==> config.mk <==
export PLATFORM = sky130hd
export DESIGN_NAME = vsr_sync_ref
export DESIGN_NICKNAME = d
export VERILOG_FILES = /design/src/core/vsr_sync_ref.v
export VERILOG_INCLUDE_DIRS = /design/src /design/src/core
export SDC_FILE = /design/constraint.sdc
export NUM_CORES = 1
export LEC_CHECK = 0
export BUFFER_PORTS_ARGS = -buffer_cell sky130_fd_sc_hd__buf_4
export CORE_MARGIN = 2
export CORE_UTILIZATION = 55
export CTS_BUF_LIST = sky130_fd_sc_hd__clkbuf_8
export CTS_CLUSTER_DIAMETER = 200
export DETAILED_ROUTE_END_ITERATION = 10
export PLACE_DENSITY = 0.82
export SLEW_MARGIN = 20
export SYNTH_ARGS = -nofsm -noshare
export SYNTH_HDL_FRONTEND = slang
export SYNTH_SLANG_ARGS = --single-unit
==> constraint.sdc <==
create_clock -name clk -period 4.85 [get_ports clk]
set_input_delay 0.485 -clock clk [delete_from_list [all_inputs] [get_ports clk]]
set_output_delay 0.485 -clock clk [all_outputs]
set_load 0.005 [all_outputs]
==> src/core/vsr_defs.vh <==
// Purpose: Constants for the sync reference pin port.
// Assumes: Included by its bare name from core/vsr_sync_ref.v.
// Notes:   Control byte layout and counter figures live here only.
// Operation
// - Pin B polarity bit inverts output and edge
// - Pin B direction: 0 input, 1 output
// - Blanking form 0: h reference, also in vertical blanking
// - Blanking form 1: blanking pulse, vertical suppressed
// - Pin B input, form 0: hsync only
// - Pin B input, form 1: hsync plus blanking
// - Pin A polarity bit inverts output and edge
// - Pin A direction: 0 input, 1 output
// - Hsync from pin A or embedded codes
// - Source select 1: hsync from pin B
// - Pin A type 00 vsync, 01 frame sync
// - Type 10: field sequence, every 4 or 8
// - Start and end values bound pin B pulse
// - Line length 864 or 858 pixel clocks
// - Standard select: alternating V when 1
`ifndef VSR_DEFS_VH
`define VSR_DEFS_VH

// Control byte subaddress and reset value
`define VSR_CTRL_ADDR      8'h6B
`define VSR_CTRL_RESET     8'h00

// Control byte field positions
`define VSR_B_POL_BIT      7
`define VSR_B_DIR_BIT      6
`define VSR_BLANK_FORM_BIT 5
`define VSR_A_POL_BIT      4
`define VSR_A_DIR_BIT      3
`define VSR_HSRC_BIT       2
`define VSR_A_TYPE_HI      1
`define VSR_A_TYPE_LO      0

// Pin A signal type codes
`define VSR_TYPE_FIELD_VSYNC 2'h0
`define VSR_TYPE_FRAME_SYNC  2'h1
`define VSR_TYPE_FIELD_SEQ   2'h2

// Pixel clocks per line, last index of each
`define VSR_LAST_PIX_864   11'h35F
`define VSR_LAST_PIX_858   11'h359

// Lines per frame (last index) and first line of second field
`define VSR_LAST_LINE_625  10'h270
`define VSR_LAST_LINE_525  10'h20C
`define VSR_FIELD2_625     10'h139
`define VSR_FIELD2_525     10'h107

// Lines of vertical sync at the head of each field
`define VSR_VSYNC_LINES    10'h003

// Fields in a sequence, last index for each standard
`define VSR_SEQ_LAST_ALT   3'h7
`define VSR_SEQ_LAST_NALT  3'h3

`endif

==> src/core/vsr_sync_ref.v <==
// Purpose: Drives or takes the two sync reference pins and picks hsync source.
// Assumes: All inputs synchronous to clk; start/end values within line length.
// Notes:   Pins are split into in/out/enable; enable is low while driving.
`timescale 1ns/1ps
`include "vsr_defs.vh"

module vsr_sync_ref (
    input  wire        clk,                        // Pixel clock
    input  wire        rst_b,                      // Synchronous reset, active low
    input  wire        ctrl_wr,                    // Control byte write strobe
    input  wire [7:0]  ctrl_addr,                  // Subaddress of the write
    input  wire [7:0]  ctrl_wdata,                 // Control byte write data
    output wire [7:0]  ctrl_rdata,                 // Control byte read back
    input  wire        embedded_sync_mode,         // High: sync from embedded codes
    input  wire        line_length_select,         // 0: 864, 1: 858 clocks
    input  wire        alternating_v_standard_sel, // 1: alternating V standard
    input  wire [10:0] pin_b_pulse_start,          // Pin B pulse start pixel
    input  wire [10:0] pin_b_pulse_end,            // Pin B pulse end pixel
    input  wire [9:0]  first_active_line,          // First unblanked line
    input  wire [9:0]  last_active_line,           // Last unblanked line
    input  wire        emb_hsync,                  // Decoded embedded line start pulse
    input  wire        sync_ref_pin_a_in,          // Pin A level in
    output reg         sync_ref_pin_a_out,         // Pin A level out
    output wire        sync_ref_pin_a_oe_b,        // Pin A driver enable, low drives
    input  wire        sync_ref_pin_b_in,          // Pin B level in
    output reg         sync_ref_pin_b_out,         // Pin B level out
    output wire        sync_ref_pin_b_oe_b,        // Pin B driver enable, low drives
    output reg         hsync_event,                // Internal line start pulse
    output reg         vsync_event,                // Internal field sync pulse
    output reg         active_video,               // Internal blanking-not level
    output reg         odd_field,                  // Current field is the odd one
    output wire        alt_v_encoding              // Alternating V encoding active
);

    // Stored state
    reg  [7:0]  ctrl;            // Control byte
    reg  [10:0] pix;             // Pixel counter within line
    reg  [9:0]  line;            // Line counter within frame
    reg  [2:0]  seq;             // Field sequence counter
    reg         a_prev;          // Pin A level, previous cycle
    reg         b_prev;          // Pin B level, previous cycle
    reg         a_reg;           // Pin A level, registered
    reg         b_reg;           // Pin B level, registered

    // Control byte fields, one name per job
    wire        b_pol    = ctrl[`VSR_B_POL_BIT];
    wire        b_out_en = ctrl[`VSR_B_DIR_BIT];
    wire        blank_form = ctrl[`VSR_BLANK_FORM_BIT];
    wire        a_pol    = ctrl[`VSR_A_POL_BIT];
    wire        a_out_en = ctrl[`VSR_A_DIR_BIT];
    wire        hsrc     = ctrl[`VSR_HSRC_BIT];
    wire [1:0]  a_type   = ctrl[`VSR_A_TYPE_HI:`VSR_A_TYPE_LO];

    // Derived timing and edge terms
    wire [10:0] last_pix;        // Last pixel index of the line
    wire [9:0]  last_line;       // Last line index of the frame
    wire [9:0]  field2_line;     // First line of the even field
    wire [2:0]  seq_last;        // Last field of the sequence
    wire        a_lvl;           // Pin A after polarity
    wire        b_lvl;           // Pin B after polarity
    wire        a_edge;          // Active edge on pin A
    wire        b_edge;          // Active edge on pin B
    wire        line_end;        // Last pixel of line
    wire        h_window;        // Pixel in start..end window
    wire        v_window;        // Line in first..last active range
    wire        field_line;      // Vertical sync lines of this field
    wire        h_trig;          // Selected horizontal trigger
    wire        v_trig;          // Vertical trigger from pin A
    wire        b_blank_in;      // Pin B taken as blanking input
    reg         next_odd;        // Field flag for next cycle
    reg  [9:0]  fline;           // Line within field
    reg         vsync_now;       // Vertical sync lines active
    reg         a_drive;         // Pin A active level before polarity

    // Line length follows the select bit
    assign last_pix    = line_length_select ? `VSR_LAST_PIX_858 : `VSR_LAST_PIX_864;
    // Frame and field lengths follow the same select bit
    assign last_line   = line_length_select ? `VSR_LAST_LINE_525 : `VSR_LAST_LINE_625;
    assign field2_line = line_length_select ? `VSR_FIELD2_525 : `VSR_FIELD2_625;
    // Standard bit also sets sequence length
    assign seq_last    = alternating_v_standard_sel ? `VSR_SEQ_LAST_ALT : `VSR_SEQ_LAST_NALT;
    assign alt_v_encoding = alternating_v_standard_sel;

    // Register read always shows the stored byte
    assign ctrl_rdata = ctrl;

    // Control byte; only its own subaddress is taken
    // Writes to other subaddresses pass without any effect
    always @(posedge clk) begin
        if (!rst_b) begin
            ctrl <= `VSR_CTRL_RESET;
        end else if (ctrl_wr && (ctrl_addr == `VSR_CTRL_ADDR)) begin
            ctrl <= ctrl_wdata;
        end
    end

    // Drivers off while a pin is an input
    assign sync_ref_pin_a_oe_b = ~a_out_en;
    assign sync_ref_pin_b_oe_b = ~b_out_en;

    // Input edges are judged after polarity
    // Limitation: a polarity write flips the level and may fake one edge
    assign a_lvl  = a_reg ^ a_pol;
    assign b_lvl  = b_reg ^ b_pol;
    assign a_edge = ~a_out_en & a_lvl & ~a_prev;
    assign b_edge = ~b_out_en & b_lvl & ~b_prev;

    // Pin levels sampled, previous kept for edge test
    // Sampled while driving too, so edge history stays current
    always @(posedge clk) begin
        if (!rst_b) begin
            a_reg  <= 1'b0;
            b_reg  <= 1'b0;
            a_prev <= 1'b0;
            b_prev <= 1'b0;
        end else begin
            a_reg  <= sync_ref_pin_a_in;
            b_reg  <= sync_ref_pin_b_in;
            a_prev <= a_lvl;
            b_prev <= b_lvl;
        end
    end

    // Horizontal source choice
    // Embedded codes win while the sync mode is high and source select is 0; with select 1 nothing triggers
    assign h_trig = embedded_sync_mode ? (~hsrc & emb_hsync)
                  : (hsrc ? b_edge : a_edge);
    // Vertical trigger is any active pin A edge; meaning set by type
    assign v_trig = a_edge;
    assign line_end = (pix == last_pix);

    // Pixel and line counters, realigned by triggers
    // Trigger wins over wrap, so an early edge shortens the line
    // Start past the line length never matches; an end past it runs the window to line end
    always @(posedge clk) begin
        if (!rst_b) begin
            pix  <= 11'h000;
            line <= 10'h000;
        end else begin
            if (h_trig || line_end) begin
                pix <= 11'h000;
            end else begin
                pix <= pix + 11'h001;
            end
            if (v_trig) begin
                // Each input type marks the start of a field
                line <= (a_type == `VSR_TYPE_FRAME_SYNC && !a_lvl) ? field2_line : 10'h000;
            end else if (h_trig || line_end) begin
                line <= (line == last_line) ? 10'h000 : line + 10'h001;
            end
        end
    end

    // Field flag and line within field
    // Even field counts its lines from its own first line
    always @* begin
        next_odd  = (line < field2_line);
        fline     = next_odd ? line : line - field2_line;
        vsync_now = (fline < `VSR_VSYNC_LINES);
    end
    assign field_line = vsync_now;

    // Field sequence counter steps at each field start
    // A field sequence input edge restarts the count at zero
    always @(posedge clk) begin
        if (!rst_b) begin
            seq         <= 3'h0;
            odd_field   <= 1'b1;
            vsync_event <= 1'b0;
        end else begin
            odd_field   <= next_odd;
            vsync_event <= (next_odd != odd_field) || v_trig;
            if (v_trig && a_type == `VSR_TYPE_FIELD_SEQ) begin
                seq <= 3'h0;
            end else if (next_odd != odd_field) begin
                seq <= (seq >= seq_last) ? 3'h0 : seq + 3'h1;
            end
        end
    end

    // Pin A pulse by signal type
    // Output type and input type share one field
    always @* begin
        case (a_type)
            `VSR_TYPE_FIELD_VSYNC: a_drive = field_line;
            `VSR_TYPE_FRAME_SYNC:  a_drive = odd_field;
            `VSR_TYPE_FIELD_SEQ:   a_drive = field_line && (seq == 3'h0);
            default:               a_drive = 1'b0;  // Code 11 must not be used
        endcase
    end

    // Windows bounded by programmed start/end and lines
    assign h_window = (pix >= pin_b_pulse_start) && (pix <= pin_b_pulse_end);
    assign v_window = (fline >= first_active_line) && (fline <= last_active_line);
    // Pin B blanking input only while it listens and codes are off
    assign b_blank_in = ~b_out_en & ~embedded_sync_mode & blank_form;

    // Pin outputs and internal blanking, all registered
    // One cycle of latency on each output set here keeps pins glitch free
    always @(posedge clk) begin
        if (!rst_b) begin
            sync_ref_pin_a_out <= 1'b0;
            sync_ref_pin_b_out <= 1'b0;
            hsync_event        <= 1'b0;
            active_video       <= 1'b0;
        end else begin
            sync_ref_pin_a_out <= a_drive ^ a_pol;
            // Form 0 keeps the h reference in vertical blanking, form 1 drops it
            if (blank_form) begin
                sync_ref_pin_b_out <= (h_window & v_window) ^ b_pol;
            end else begin
                sync_ref_pin_b_out <= h_window ^ b_pol;
            end
            hsync_event <= h_trig;
            // Blanking from pin B only in input form 1, else own timing
            if (b_blank_in) begin
                active_video <= b_lvl;
            end else begin
                active_video <= h_window & v_window;
            end
        end
    end

endmodule // vsr_sync_ref

==> results.txt <==
----------------------------------------------------
[Setup path]
  Critical Path End Type ... register
  End of the worst register-to-register path ... sync_ref_pin_b_out
  Worst R2R Start ... line[0]
  Worst Path Class, Setup ... register to register
  Number of cells traversed by the worst register-to-register path ... 17
  Data required time at the worst endpoint ... 5010 ps
  Startpoint type of the worst setup path ... register
  R2R setup slack ... around 430 ps
  Arrival time at the worst endpoint ... 4580 ps
  CP max FO ... 9

[Floorplan]
  Vertical extent of the die ... 83.83 um
  CORE AREA ... 6241 um2
  Overall die area ... between 7000 and 8000 um2
  IO Pins ... 84
  Die extent in x ... 83.83 um
  Core Rows ... 29
  Initial standard-cell utilization of the core ... 56.15%

[Hold path]
  Hold path cells ... 2
  Origin of the worst min-delay path ... sync_ref_pin_b_in
  Worst Hold Class ... input port to register
  Hold Path End ... b_reg

[Clock tree]
  Reg clk slew, reported paths ... 80 ps
  Sink Count ... 42
  Clock root cell ... sky130_fd_sc_hd__clkbuf_8
  Post-cts hold buffer count ... 0
  TritonCTS clock tree ... built
  Clock H-tree levels ... 2
  Longest Clk Path Bufs ... 2
  Post-CTS setup buffers ... 0
  Clock buffer count from CTS ... 5
  Post-CTS Resized ... 0
  Clock network latency to the later pin of the worst-skew pair ... 290 ps

[STA]
  Setup repair after global routing missed its margin ... no
  Worst Hold Slack ... 399.1 ps
  Part of the cycle the worst path needs ... 91.09%
  Count of final setup violators ... 0
  Sum Neg Setup Slack ... 0 ps
  Fmax ... 0.2264 GHz
  Final Hold Fails ... 0
  Setup skew after layout ... roughly 6.1 ps
  Final slew viol count ... 0
  Slew at the pin closest to its max-slew limit ... around 760 ps
  Max-slew headroom ... around half
  Post-layout minimum cycle time ... between 4000 and 5000 ps

[Final layout]
  Area delta synth->final ... 21.89%
  Reg with most FFs ... pix
  Post-layout net count ... 649
  Max FFs per register ... 11
  Count of placed standard cells in the final layout, fillers left out ... 608
  Core utilization of the finished layout ... 68.44%
  # diodes ... 0
  Fraction of layout instances using a drive strength above 1 ... approximately a fifth
  Fillers ... ~530

[Route]
  Number of remaining DRC errors ... 0
  Vias per inst ... 5.630
  Starting DRC count in detailed routing ... 158
  Aggregate routed wire length ... a little over 8000 um
  Count of vias placed by the detailed router ... 3423
  1st-pass router iterations ... 5
  Drt wl/cell ... between 10 and 15 um
  Final antenna-violating net count ... 0

[Place]
  Placed cell count ... 600
  Count of buffers from port buffering ... 83
  HPWL after detailed placement ... 6757 um
  Final weighted congestion in routability-driven placement ... 0.8840

[Synth]
  Nets in the synthesized netlist ... about 570
  Commonest cells in the synthesized netlist ... sky130_fd_sc_hd__nor2_1, sky130_fd_sc_hd__inv_1, sky130_fd_sc_hd__ha_1
  Share of the synthesized area in the top cell type ... 23.99%
  Mean instance size in the synthesized netlist ... 7.788 um2
  Count leader, synth ... sky130_fd_sc_hd__nor2_1
  Total of warnings raised by yosys ... 0
  Share of synthesized registers carrying an async set or reset ... 0%
  Library cell occupying the most area in the post-synthesis netlist ... sky130_fd_sc_hd__dfxtp_1
  Number of enable flip-flop cells after synthesis ... 0
  Part of the Yosys area used for sequential elements ... 23.99%
  Top_reg_cell synth ... sky130_fd_sc_hd__dfxtp_1
  Number of instances in the synthesized netlist ... 450
  Flip-flop and latch count after synthesis ... 42
  Area of the mapped netlist ... 3505 um2
  Count of unique library cells instantiated by Yosys ... 55
  Synth area leaders ... sky130_fd_sc_hd__dfxtp_1, sky130_fd_sc_hd__ha_1, sky130_fd_sc_hd__nor2_1, sky130_fd_sc_hd__inv_1, sky130_fd_sc_hd__o21ai_0

[Run]
  Max Cap Viol ... 0

[GRT]
  Overall track demand over capacity in global routing ... between 20% and 30%
  Number of global-route vias before repair ... 3296
  Initial antenna violation count ... 0
  Grt ovf ... 0
  Wire length of the first global-routing pass ... 14200 um
  Pin count of the biggest net entering global routing ... 23

[Status]
  Run status ... finished, final reports clean

[Pwr]
  Worst IR drop on VDD ... 0.1658 mV
  Leak pwr ... 0.002128 uW
  Power density over cell area ... approximately 170 nW/um2

----------------------------------------------------
## where the power goes
| part | switching (uW) | internal, uW |
|---|---|---|
| Clock | 119 | 116 |
| Combinational | 64.3 | 72.0 |
| Sequential | 6.71 | 350 |
## final cells by class
type	count	area (um2)	area share, %
Multi-Input combinational cell	342	2402	56.24
Sequential cell	42	840.8	19.68
Inverter	55	206.4	4.833
Tap cell	77	96.34	2.255
Clock buffer	6	82.58	1.933
Timing Repair Buffer	84	630.6	14.76
Clock inverter	2	12.51	0.2929
## logic make-up after synthesis
family	after synthesis	synth area share, %
compound gates	94	17.49
xor+xnor	23	5.748
fa+ha+maj	53	19.10
buf+inv	66	7.461
flops	42	23.99
mux	11	3.213
simple gates	161	22.99
## worst max path at each step
stage                             from            endpoint  slack, ps  cells past startpoint
floorplan                      line[0]  sync_ref_pin_b_out       1150                     17
detailed placement  line_length_select  sync_ref_pin_b_out        410                     17
CTS                            line[0]  sync_ref_pin_b_out        460                     17
global placement    line_length_select  sync_ref_pin_b_out        660                     17
global route                   line[0]  sync_ref_pin_b_out         80                     17
finish                         line[0]  sync_ref_pin_b_out        430                     17
## critical path: stages (launching register included)
cell	delay (ps)
sky130_fd_sc_hd__dfxtp_1	480
sky130_fd_sc_hd__inv_1	150
sky130_fd_sc_hd__fa_1	430
sky130_fd_sc_hd__nand2b_1	170
sky130_fd_sc_hd__a21oi_1	270
sky130_fd_sc_hd__o21ai_0	210
sky130_fd_sc_hd__a2111oi_0	450
sky130_fd_sc_hd__o21ai_0	200
sky130_fd_sc_hd__inv_1	120
sky130_fd_sc_hd__ha_1	260
sky130_fd_sc_hd__o211a_1	140
sky130_fd_sc_hd__a221oi_1	250
sky130_fd_sc_hd__o21ai_0	190
sky130_fd_sc_hd__or3_1	380
sky130_fd_sc_hd__a21o_1	160
sky130_fd_sc_hd__nand3_1	180
sky130_fd_sc_hd__or2_2	150
sky130_fd_sc_hd__o2111ai_1	100
## metrics by stage
stage | setup WS, ps | power, uW | area, um2
2_1_floorplan | 1151 | 435.8 | 3505
3_3_place_gp | 655.8 | 496.4 | 4177
3_5_place_dp | 412.8 | 500.7 | 4177
4_1_cts | 459.1 | 731.7 | 4272
5_1_grt | 81.83 | 761.5 | 4272
6_report | 432.1 | 727.4 | 4272
## layout by cell type (no fill, tap or decap), drive strengths merged, types with 2 or more instances in the layout
master,count
and4,2
inv,57
xor2,14
nand4,8
buf,84
or2,4
a2111oi,3
nand2,24
nor3b,4
nor2b,3
o2111ai,3
mux2,2
a21o,9
nor3,6
o21ai,26
o31ai,2
mux2i,9
nand2b,4
nand3,17
dfxtp,42
o41ai,4
a21oi,24
xnor2,9
and2,3
ha,51
nand4b,2
a31oi,3
o22ai,2
a221oi,2
o21a,6
a21boi,2
and3,9
o211ai,2
clkbuf,6
or3,6
nand3b,3
nor2,63
## metal layers
metal | track usage (%) | vias to the layer above | part of all wire, %
met3 | 1.978 | 7 | 5.8
met2 | 40.95 | 114 | 48
met4 | 5.572 | 0 | 0.75
li1 | - | 1738 | -
met1 | 32.64 | 1564 | 45
met5 | 0 | - | 0
Power figures use the tool's default switching activity.
